File: src/design/clk_mode_pkg.sv
// constants, mode codes and carrier types for the cpu clock mode selector
// assumes a single core clock that oversamples the oscillator input
package clk_mode_pkg;

  // position of the mode field inside the reset configuration latch
  localparam int CFG_MSB = 7;
  localparam int CFG_LSB = 5;
  // upper byte of the software reset control word
  localparam int RSTCTL_MSB = 15;
  localparam int RSTCTL_LSB = 8;

  // latch value after reset: all ones selects the default multiply by 4
  localparam logic [7:0] RESET_CONFIG_RESET = 8'hFF;

  // mode field encodings
  localparam logic [2:0] MODE_X4 = 3'h7;
  localparam logic [2:0] MODE_X3 = 3'h6;
  localparam logic [2:0] MODE_X2 = 3'h5;
  localparam logic [2:0] MODE_X5 = 3'h4;
  localparam logic [2:0] MODE_DIRECT = 3'h3;
  localparam logic [2:0] MODE_X1P5 = 3'h2;
  localparam logic [2:0] MODE_PRESCALE = 3'h1;
  localparam logic [2:0] MODE_X2P5 = 3'h0;

  // width of the oscillator span counter and smoothing of the rate estimate
  localparam int SPAN_W_DEFAULT = 16;
  localparam int SMOOTH_SHIFT = 2;

  // multiplication factor in halves (1.5 -> 3), zero for non-pll modes
  function automatic logic [3:0] factor_halves(input logic [2:0] mode);
    case (mode)
      MODE_X4: factor_halves = 4'h8;
      MODE_X3: factor_halves = 4'h6;
      MODE_X2: factor_halves = 4'h4;
      MODE_X5: factor_halves = 4'hA;
      MODE_X1P5: factor_halves = 4'h3;
      MODE_X2P5: factor_halves = 4'h5;
      default: factor_halves = 4'h0;
    endcase
  endfunction

  // oscillator transitions between resync points: factor rounded up
  function automatic logic [2:0] resync_count(input logic [2:0] mode);
    case (mode)
      MODE_X4: resync_count = 3'h4;
      MODE_X3: resync_count = 3'h3;
      MODE_X2: resync_count = 3'h2;
      MODE_X5: resync_count = 3'h5;
      MODE_X1P5: resync_count = 3'h2;
      MODE_X2P5: resync_count = 3'h3;
      default: resync_count = 3'h1;
    endcase
  endfunction

  typedef enum logic [2:0] {
    ST_RESTART,
    ST_DIRECT,
    ST_PRESCALE,
    ST_PLL_ACQUIRE,
    ST_PLL_LOCKED
  } gen_state_t;

  typedef struct packed {
    logic level;
    logic rise;
    logic fall;
    logic half_tick;
  } cpu_clock_t;

  typedef struct packed {
    logic pll_enable;
    logic pll_locked;
    logic prescale_active;
    logic direct_active;
  } clock_status_t;

endpackage

File: src/design/cpu_clock_mode_select.sv
// cpu clock mode selector: latches the clock configuration and generates
// the cpu clock level with its edge pulses from the oscillator input
// assumes the oscillator level is sampled synchronously by the core clock
`timescale 1ns/100ps
module cpu_clock_mode_select
  import clk_mode_pkg::*;
#(
  parameter int SPAN_W = SPAN_W_DEFAULT
) (
  // clock and reset
  input wire logic core_clk_i,
  input wire logic reset_i,
  // oscillator
  input wire logic osc_level_i,
  // configuration sources
  input wire logic long_hw_reset_i,
  input wire logic [7:0] port0_upper_byte_i,
  input wire logic sw_config_load_i,
  input wire logic [15:0] reset_control_reg_i,
  // cpu clock
  output cpu_clock_t cpu_clock_o,
  // status
  output clock_status_t clock_status_o,
  output logic [7:0] reset_config_latch_o,
  output logic [2:0] clock_mode_select_o
);

  if (SPAN_W < 8) begin : g_check
    $error("cpu_clock_mode_select: SPAN_W must be at least 8");
  end

  typedef struct packed {
    logic [7:0] latch;
    logic [2:0] mode_applied;
    gen_state_t state;
    cpu_clock_t clk;
    clock_status_t status;
    logic restart;
  } top_state_t;

  localparam top_state_t TOP_RESET = '{
    latch: RESET_CONFIG_RESET,
    mode_applied: RESET_CONFIG_RESET[CFG_MSB:CFG_LSB],
    state: ST_RESTART,
    clk: '0,
    status: '0,
    restart: 1'b1
  };

  top_state_t s_reg;
  top_state_t s_next;

  logic osc_rise;
  logic osc_fall;
  logic pll_tick;
  logic pll_locked;
  logic [2:0] mode;
  logic [3:0] f_halves;
  logic [2:0] k_count;
  logic [6:0] inc_wide;

  assign mode = s_reg.latch[CFG_MSB:CFG_LSB];
  assign f_halves = factor_halves(s_reg.mode_applied);
  assign k_count = resync_count(s_reg.mode_applied);
  // increment scaled by the resync count, so the estimate needs no divider
  assign inc_wide = f_halves * k_count;

  osc_edge_detect u_osc_edge (
    .core_clk_i(core_clk_i),
    .reset_i(reset_i),
    .level_i(osc_level_i),
    .rise_o(osc_rise),
    .fall_o(osc_fall)
  );

  pll_rate_gen #(
    .SPAN_W(SPAN_W)
  ) u_pll (
    .core_clk_i(core_clk_i),
    .reset_i(reset_i),
    .restart_i(s_reg.restart),
    .increment_i(inc_wide[5:0]),
    .resync_count_i(k_count),
    .osc_edge_i(osc_rise | osc_fall),
    .tick_o(pll_tick),
    .locked_o(pll_locked)
  );

  always_comb begin
    logic next_level;
    next_level = s_reg.clk.level;
    s_next = s_reg;
    s_next.clk.rise = 1'b0;
    s_next.clk.fall = 1'b0;
    s_next.clk.half_tick = 1'b0;
    s_next.restart = 1'b0;

    if (long_hw_reset_i) begin
      s_next.latch = port0_upper_byte_i;
    end else if (sw_config_load_i) begin
      s_next.latch = reset_control_reg_i[RSTCTL_MSB:RSTCTL_LSB];
    end

    case (s_reg.state)
      ST_RESTART: begin
        if (s_reg.mode_applied == MODE_DIRECT) begin
          s_next.state = ST_DIRECT;
        end else if (s_reg.mode_applied == MODE_PRESCALE) begin
          s_next.state = ST_PRESCALE;
        end else begin
          s_next.state = ST_PLL_ACQUIRE;
        end
      end
      ST_DIRECT: begin
        next_level = osc_level_i;
      end
      ST_PRESCALE: begin
        if (osc_rise) begin
          next_level = ~s_reg.clk.level;
        end
      end
      ST_PLL_ACQUIRE: begin
        // clock is held until the first rate estimate exists
        if (pll_locked) begin
          s_next.state = ST_PLL_LOCKED;
        end
      end
      ST_PLL_LOCKED: begin
        if (pll_tick) begin
          next_level = ~s_reg.clk.level;
        end
      end
      default: begin
        s_next.state = ST_RESTART;
      end
    endcase

    // a new mode restarts generation; the level holds so no runt phase
    if (mode != s_reg.mode_applied) begin
      s_next.mode_applied = mode;
      s_next.state = ST_RESTART;
      s_next.restart = 1'b1;
      next_level = s_reg.clk.level;
    end

    s_next.clk.level = next_level;
    s_next.clk.rise = next_level & ~s_reg.clk.level;
    s_next.clk.fall = ~next_level & s_reg.clk.level;
    s_next.clk.half_tick = next_level ^ s_reg.clk.level;

    s_next.status.pll_enable = (s_next.state == ST_PLL_ACQUIRE) ||
                               (s_next.state == ST_PLL_LOCKED);
    s_next.status.pll_locked = (s_next.state == ST_PLL_LOCKED);
    s_next.status.prescale_active = (s_next.state == ST_PRESCALE);
    s_next.status.direct_active = (s_next.state == ST_DIRECT);
  end

  always_ff @(posedge core_clk_i) begin
    if (reset_i) begin
      s_reg <= TOP_RESET;
    end else begin
      s_reg <= s_next;
    end
  end

  assign cpu_clock_o = s_reg.clk;
  assign clock_status_o = s_reg.status;
  assign reset_config_latch_o = s_reg.latch;
  assign clock_mode_select_o = s_reg.mode_applied;

endmodule

File: src/design/osc_edge_detect.sv
// transition detector for the sampled oscillator level
// assumes the level is already synchronous to the core clock
`timescale 1ns/100ps
module osc_edge_detect (
  // clock and reset
  input wire logic core_clk_i,
  input wire logic reset_i,
  // sampled level
  input wire logic level_i,
  // transition pulses
  output logic rise_o,
  output logic fall_o
);

  typedef struct packed {
    logic prev;
  } edge_state_t;

  edge_state_t s_reg;
  edge_state_t s_next;

  always_comb begin
    s_next = s_reg;
    s_next.prev = level_i;
  end

  always_ff @(posedge core_clk_i) begin
    if (reset_i) begin
      // sample tracks the pin through reset, so no false edge follows it
      s_reg.prev <= level_i;
    end else begin
      s_reg <= s_next;
    end
  end

  assign rise_o = level_i & ~s_reg.prev;
  assign fall_o = ~level_i & s_reg.prev;

endmodule

File: src/design/pll_rate_gen.sv
// digital stand-in for the phase locked loop: emits cpu clock edge ticks
// at factor times the oscillator transition rate
// assumes one oscillator transition pulse per input edge and far fewer
// ticks than core cycles; restart clears all lock state
`timescale 1ns/100ps
module pll_rate_gen
  import clk_mode_pkg::*;
#(
  parameter int SPAN_W = SPAN_W_DEFAULT
) (
  // clock and reset
  input wire logic core_clk_i,
  input wire logic reset_i,
  // control
  input wire logic restart_i,
  input wire logic [5:0] increment_i,
  input wire logic [2:0] resync_count_i,
  // oscillator transitions
  input wire logic osc_edge_i,
  // edge ticks and lock
  output logic tick_o,
  output logic locked_o
);

  if (SPAN_W < 8) begin : g_check
    $error("pll_rate_gen: SPAN_W must be at least 8");
  end

  typedef struct packed {
    logic [SPAN_W:0] acc;
    logic [SPAN_W:0] modulus;
    logic [SPAN_W-1:0] span;
    logic [2:0] trans_cnt;
    logic measuring;
    logic locked;
    logic tick;
  } rate_state_t;

  rate_state_t s_reg;
  rate_state_t s_next;

  always_comb begin
    logic [SPAN_W-1:0] span_inc;
    logic [SPAN_W:0] measured;
    logic [SPAN_W+1:0] acc_sum;
    logic signed [SPAN_W+1:0] diff;
    logic signed [SPAN_W+1:0] step;
    span_inc = '0;
    measured = '0;
    acc_sum = '0;
    diff = '0;
    step = '0;
    s_next = s_reg;
    s_next.tick = 1'b0;
    if (restart_i) begin
      s_next = '0;
    end else begin
      span_inc = (s_reg.span == '1) ? s_reg.span : s_reg.span + 1'b1;
      if (s_reg.measuring) begin
        s_next.span = span_inc;
      end
      if (s_reg.locked && (s_reg.modulus != '0)) begin
        acc_sum = {1'b0, s_reg.acc} + {{(SPAN_W-4){1'b0}}, increment_i};
        if (acc_sum >= {1'b0, s_reg.modulus}) begin
          acc_sum = acc_sum - {1'b0, s_reg.modulus};
          s_next.tick = 1'b1;
        end
        // a shrinking estimate must not leave the phase out of range
        s_next.acc = (acc_sum >= {1'b0, s_reg.modulus}) ? '0 : acc_sum[SPAN_W:0];
      end
      if (osc_edge_i) begin
        if (!s_reg.measuring) begin
          s_next.measuring = 1'b1;
          s_next.span = '0;
          s_next.trans_cnt = '0;
        end else if (s_reg.trans_cnt + 3'h1 >= resync_count_i) begin
          measured = {span_inc, 1'b0};
          s_next.span = '0;
          s_next.trans_cnt = '0;
          if (!s_reg.locked) begin
            s_next.modulus = measured;
            s_next.locked = 1'b1;
            s_next.acc = '0;
          end else begin
            diff = $signed({1'b0, measured}) - $signed({1'b0, s_reg.modulus});
            step = diff >>> SMOOTH_SHIFT;
            s_next.modulus = s_reg.modulus + step[SPAN_W:0];
          end
        end else begin
          s_next.trans_cnt = s_reg.trans_cnt + 3'h1;
        end
      end
    end
  end

  always_ff @(posedge core_clk_i) begin
    if (reset_i) begin
      s_reg <= '0;
    end else begin
      s_reg <= s_next;
    end
  end

  assign tick_o = s_reg.tick;
  assign locked_o = s_reg.locked;

endmodule

File: config.mk
export PLATFORM = sky130hd
export DESIGN_NAME = cpu_clock_mode_select
export DESIGN_NICKNAME = d
export VERILOG_FILES = /design/src/design/clk_mode_pkg.sv /design/src/design/cpu_clock_mode_select.sv /design/src/design/osc_edge_detect.sv /design/src/design/pll_rate_gen.sv
export SDC_FILE = /design/constraint.sdc
export NUM_CORES = 1
export LEC_CHECK = 0
export BUFFER_PORTS_ARGS = -buffer_cell sky130_fd_sc_hd__buf_2
export CAP_MARGIN = 5
export CORE_UTILIZATION = 55
export CTS_CLUSTER_SIZE = 20
export DETAILED_ROUTE_END_ITERATION = 16
export PLACE_DENSITY = 0.83
export SETUP_SLACK_MARGIN = 0.1
export SYNTH_ARGS = -nofsm -noshare
export SYNTH_HDL_FRONTEND = slang
export SYNTH_SLANG_ARGS = --single-unit
File: constraint.sdc
create_clock -name core_clk_i -period 8.84 [get_ports core_clk_i]
set_input_delay 1.326 -clock core_clk_i [delete_from_list [all_inputs] [get_ports core_clk_i]]
set_output_delay 1.326 -clock core_clk_i [all_outputs]
set_load 0.005 [all_outputs]
==> run summary <==
Final Max Tran Viols -> 0
Port bufs -> 39
Count leader, synth -> nor2_1
Worst Setup End Kind -> flop
Part of the Yosys area used for sequential elements -> 21.92%
Worst setup SP type -> flop
DP HPWL -> 13,200 um
Worst EP arrival -> 8.55 ns
Worst r2r src -> clock_mode_select_o[2]
Largest register FFs -> 54
Sw Ratio -> 31.19%
Ys async rst share -> 0%
Mapped cell area -> 7307 sq um
Min-delay src -> u_pll.s_reg[39]
Worst Tran Pin Value -> 1.070 ns
Final core utilization -> 61.22%
Crit Path Max Fanout -> 15
Met2 Wirelength -> 7904 um
Crit path from -> clock_mode_select_o[2]
Global route overflow -> 0
Area post-placement -> 7507 sq um
Drt first pass iters -> 5
Largest cells by area after synthesis -> dfxtp_1 (22%), ha_1 (15%), xnor2_1 (5.0%), nor2_1 (4.7%), a21oi_1 (4.1%)
Biggest area consumer among synthesized cells -> dfxtp_1
Vias per inst -> 6.079
Pint -> 0.0007178 W
Root Driver -> clkbuf_16
Total GRT Usage -> 26.75%
Number of top-level pins -> 48
Largest net degree at the start of global routing -> 28
CTS Buf Count -> 9
Initial antenna violation count -> 0
Diode count -> 0
Distinct cells, synth -> 69
Clock share of power -> 38.5%
Critical path type -> reg -> reg
Max_slew headroom -> 28.42%
Vias -> 6,590
Synth Register Bits -> 80
M1 WL -> 7812 um
Combinational share of power -> 25.4%
Top FF cell, synth -> dfxtp_1
Clk sink count -> 80
Minimum clock period -> 8.246 ns
Die Height -> 117.3 um
Final Setup Violations -> 0
Critical path required time -> 9.14 ns
Post-synth EDFFs -> 0
Max stage delay on crit path -> 0.53 ns
WHS -> 0.4639 ns
Static Leak -> 3.467 nW
Synth Area per Inst -> 8.119 sq um
CP Buf/Inv Count -> 3
Worst-path clk slew -> 0.07 ns
FP Rows -> 41
ANT nets after route -> 0
Cell area after layout -> 7820 sq um
Clock Path Buffers -> 2
Pwr dens -> 133.4 nW/um^2
Tcrit/Tclk final -> 93.28%
Die width -> 117.3 um
GP Congestion -> 0.9005
Worst VDD drop -> 0.0001045 V
Run status -> complete, no violations
Worst-Skew Late Latency -> 0.36 ns
Yosys warns -> 0
Synth-to-layout area growth -> 7.021%
Peak Freq -> 121.3 MHz
Core ar. -> 12,770 sq um
Seq pwr share -> 36.1%
Drc violations -> 0
Die area -> 13,750 sq um
Starting Density -> 57.20%
Max cap viols -> 0
CTS tree -> done
Uppermost layer routed -> met4
Power, Total -> 0.001043 W
Vias in the first global route -> 6,020
Final Hold Viols -> 0
Share of post-route cells with drive strength above 1 -> 12.17%
Worst path most repeated cell -> a21o_1
First-iteration detailed-routing DRC count -> 403
Synth top area share -> 21.92%
Net switching power -> 0.0003254 W
Critical path's top delay family -> compound AO/OA/AOI/OAI gates
H-tree Lvls -> 3
Slowest stage cell, crit path -> dfxtp_1
Syn Inst Count -> 900
Min-delay worst type -> reg -> reg
Final wirelength -> 17,420 um
Post-route clock skew -> 0.007513 ns
Synth top cells by count -> nor2_1 (91), ha_1 (86), dfxtp_1 (80)
Fin nets -> 1,027
Wire per inst -> 16.07 um
Met3 WL -> 1145 um
First-pass GRT wire length -> 28,280 um
## worst min-delay path, delay by kind of cell, from the launching register on
family	cells	cell delay, ns
flops	1	0.33
simple gates	1	0.05
compound gates	1	0.05
## per-stage QoR
step	cells	setup slack, ns	setup TNS, ns
after floorplan	901	1.328	0
after global placement	1068	0.7989	0
after detailed placement	1068	0.7090	0
after CTS	1084	0.6715	0
after global routing	1084	-0.06204	-0.7645
final	1084	0.5940	0
## final cells by class
cell class | instances | area, sq um
repair buffers | 46 | 247.7
clock buffers | 9 | 225.2
well taps | 172 | 215.2
inverters | 46 | 172.7
multi-input cells | 724 | 5271
flip-flops and latches | 80 | 1602
fillers | 1103 | 4954
clock inverters | 7 | 86.33
## layer usage
layer	track usage, %	up-vias
li1	-	3259
met1	33.59	3065
met2	44.39	223
met3	5.510	43
met4	11.48	0
met5	0	-
## worst paths after layout
check	endpoint	slack [ns]	cells after the start
max	u_pll.s_reg[46]	0.59	32
min	u_pll.s_reg[39]	0.46	2
max reg2reg	u_pll.s_reg[46]	0.59	32
min reg2reg	u_pll.s_reg[39]	0.46	2
## cells by family (layout without fill, tap and decap cells)
group / count (synthesis) / in the layout / share of synthesized area (%)
xor gates and xnor gates: 64 / 64 / 7.671
adders and majority gates: 91 / 91 / 16.10
and+or+nand+nor: 297 / 297 / 20.27
buffers and inverters: 97 / 108 / 6.079
DFF: 80 / 80 / 21.92
muxes: 43 / 43 / 6.661
AOI/OAI and AO/OA: 227 / 227 / 21.25
other: 1 / 2 / 0.05132
## repair_timing
item                                    CTS  global route
endpoints found under the setup margin    0            15
gates resized for setup                   0             1
hold endpoints to repair                  0             0
hold buffers                              0             0
setup buffers                             0             0
## cells in the final DEF (no fill, tap or decap), drive strengths merged, types with 11 or more instances in the layout
master  instances
nand2          52
a21oi          62
mux2i          16
ha             86
a21o           25
mux2           27
nor3           29
xor2           22
inv            50
o21ai          33
xnor2          42
dfxtp          80
nand3          25
a31oi          13
buf            46
a22o           16
nand2b         15
a22oi          11
nor2b          17
nor2           91
o21a           11
## power by group through the flow
stage | logic, W | clock network (W) | registers [W]
3_5_place_dp | 0.000259 | 0 | 0.000385
4_1_cts | 0.000260 | 0.000409 | 0.000377
6_report | 0.000265 | 0.000401 | 0.000377
5_1_grt | 0.000295 | 0.000423 | 0.000378
3_3_place_gp | 0.000252 | 0 | 0.000385
2_1_floorplan | 0.000212 | 0 | 0.000380
No activity file was read; power rests on OpenSTA's default activity.
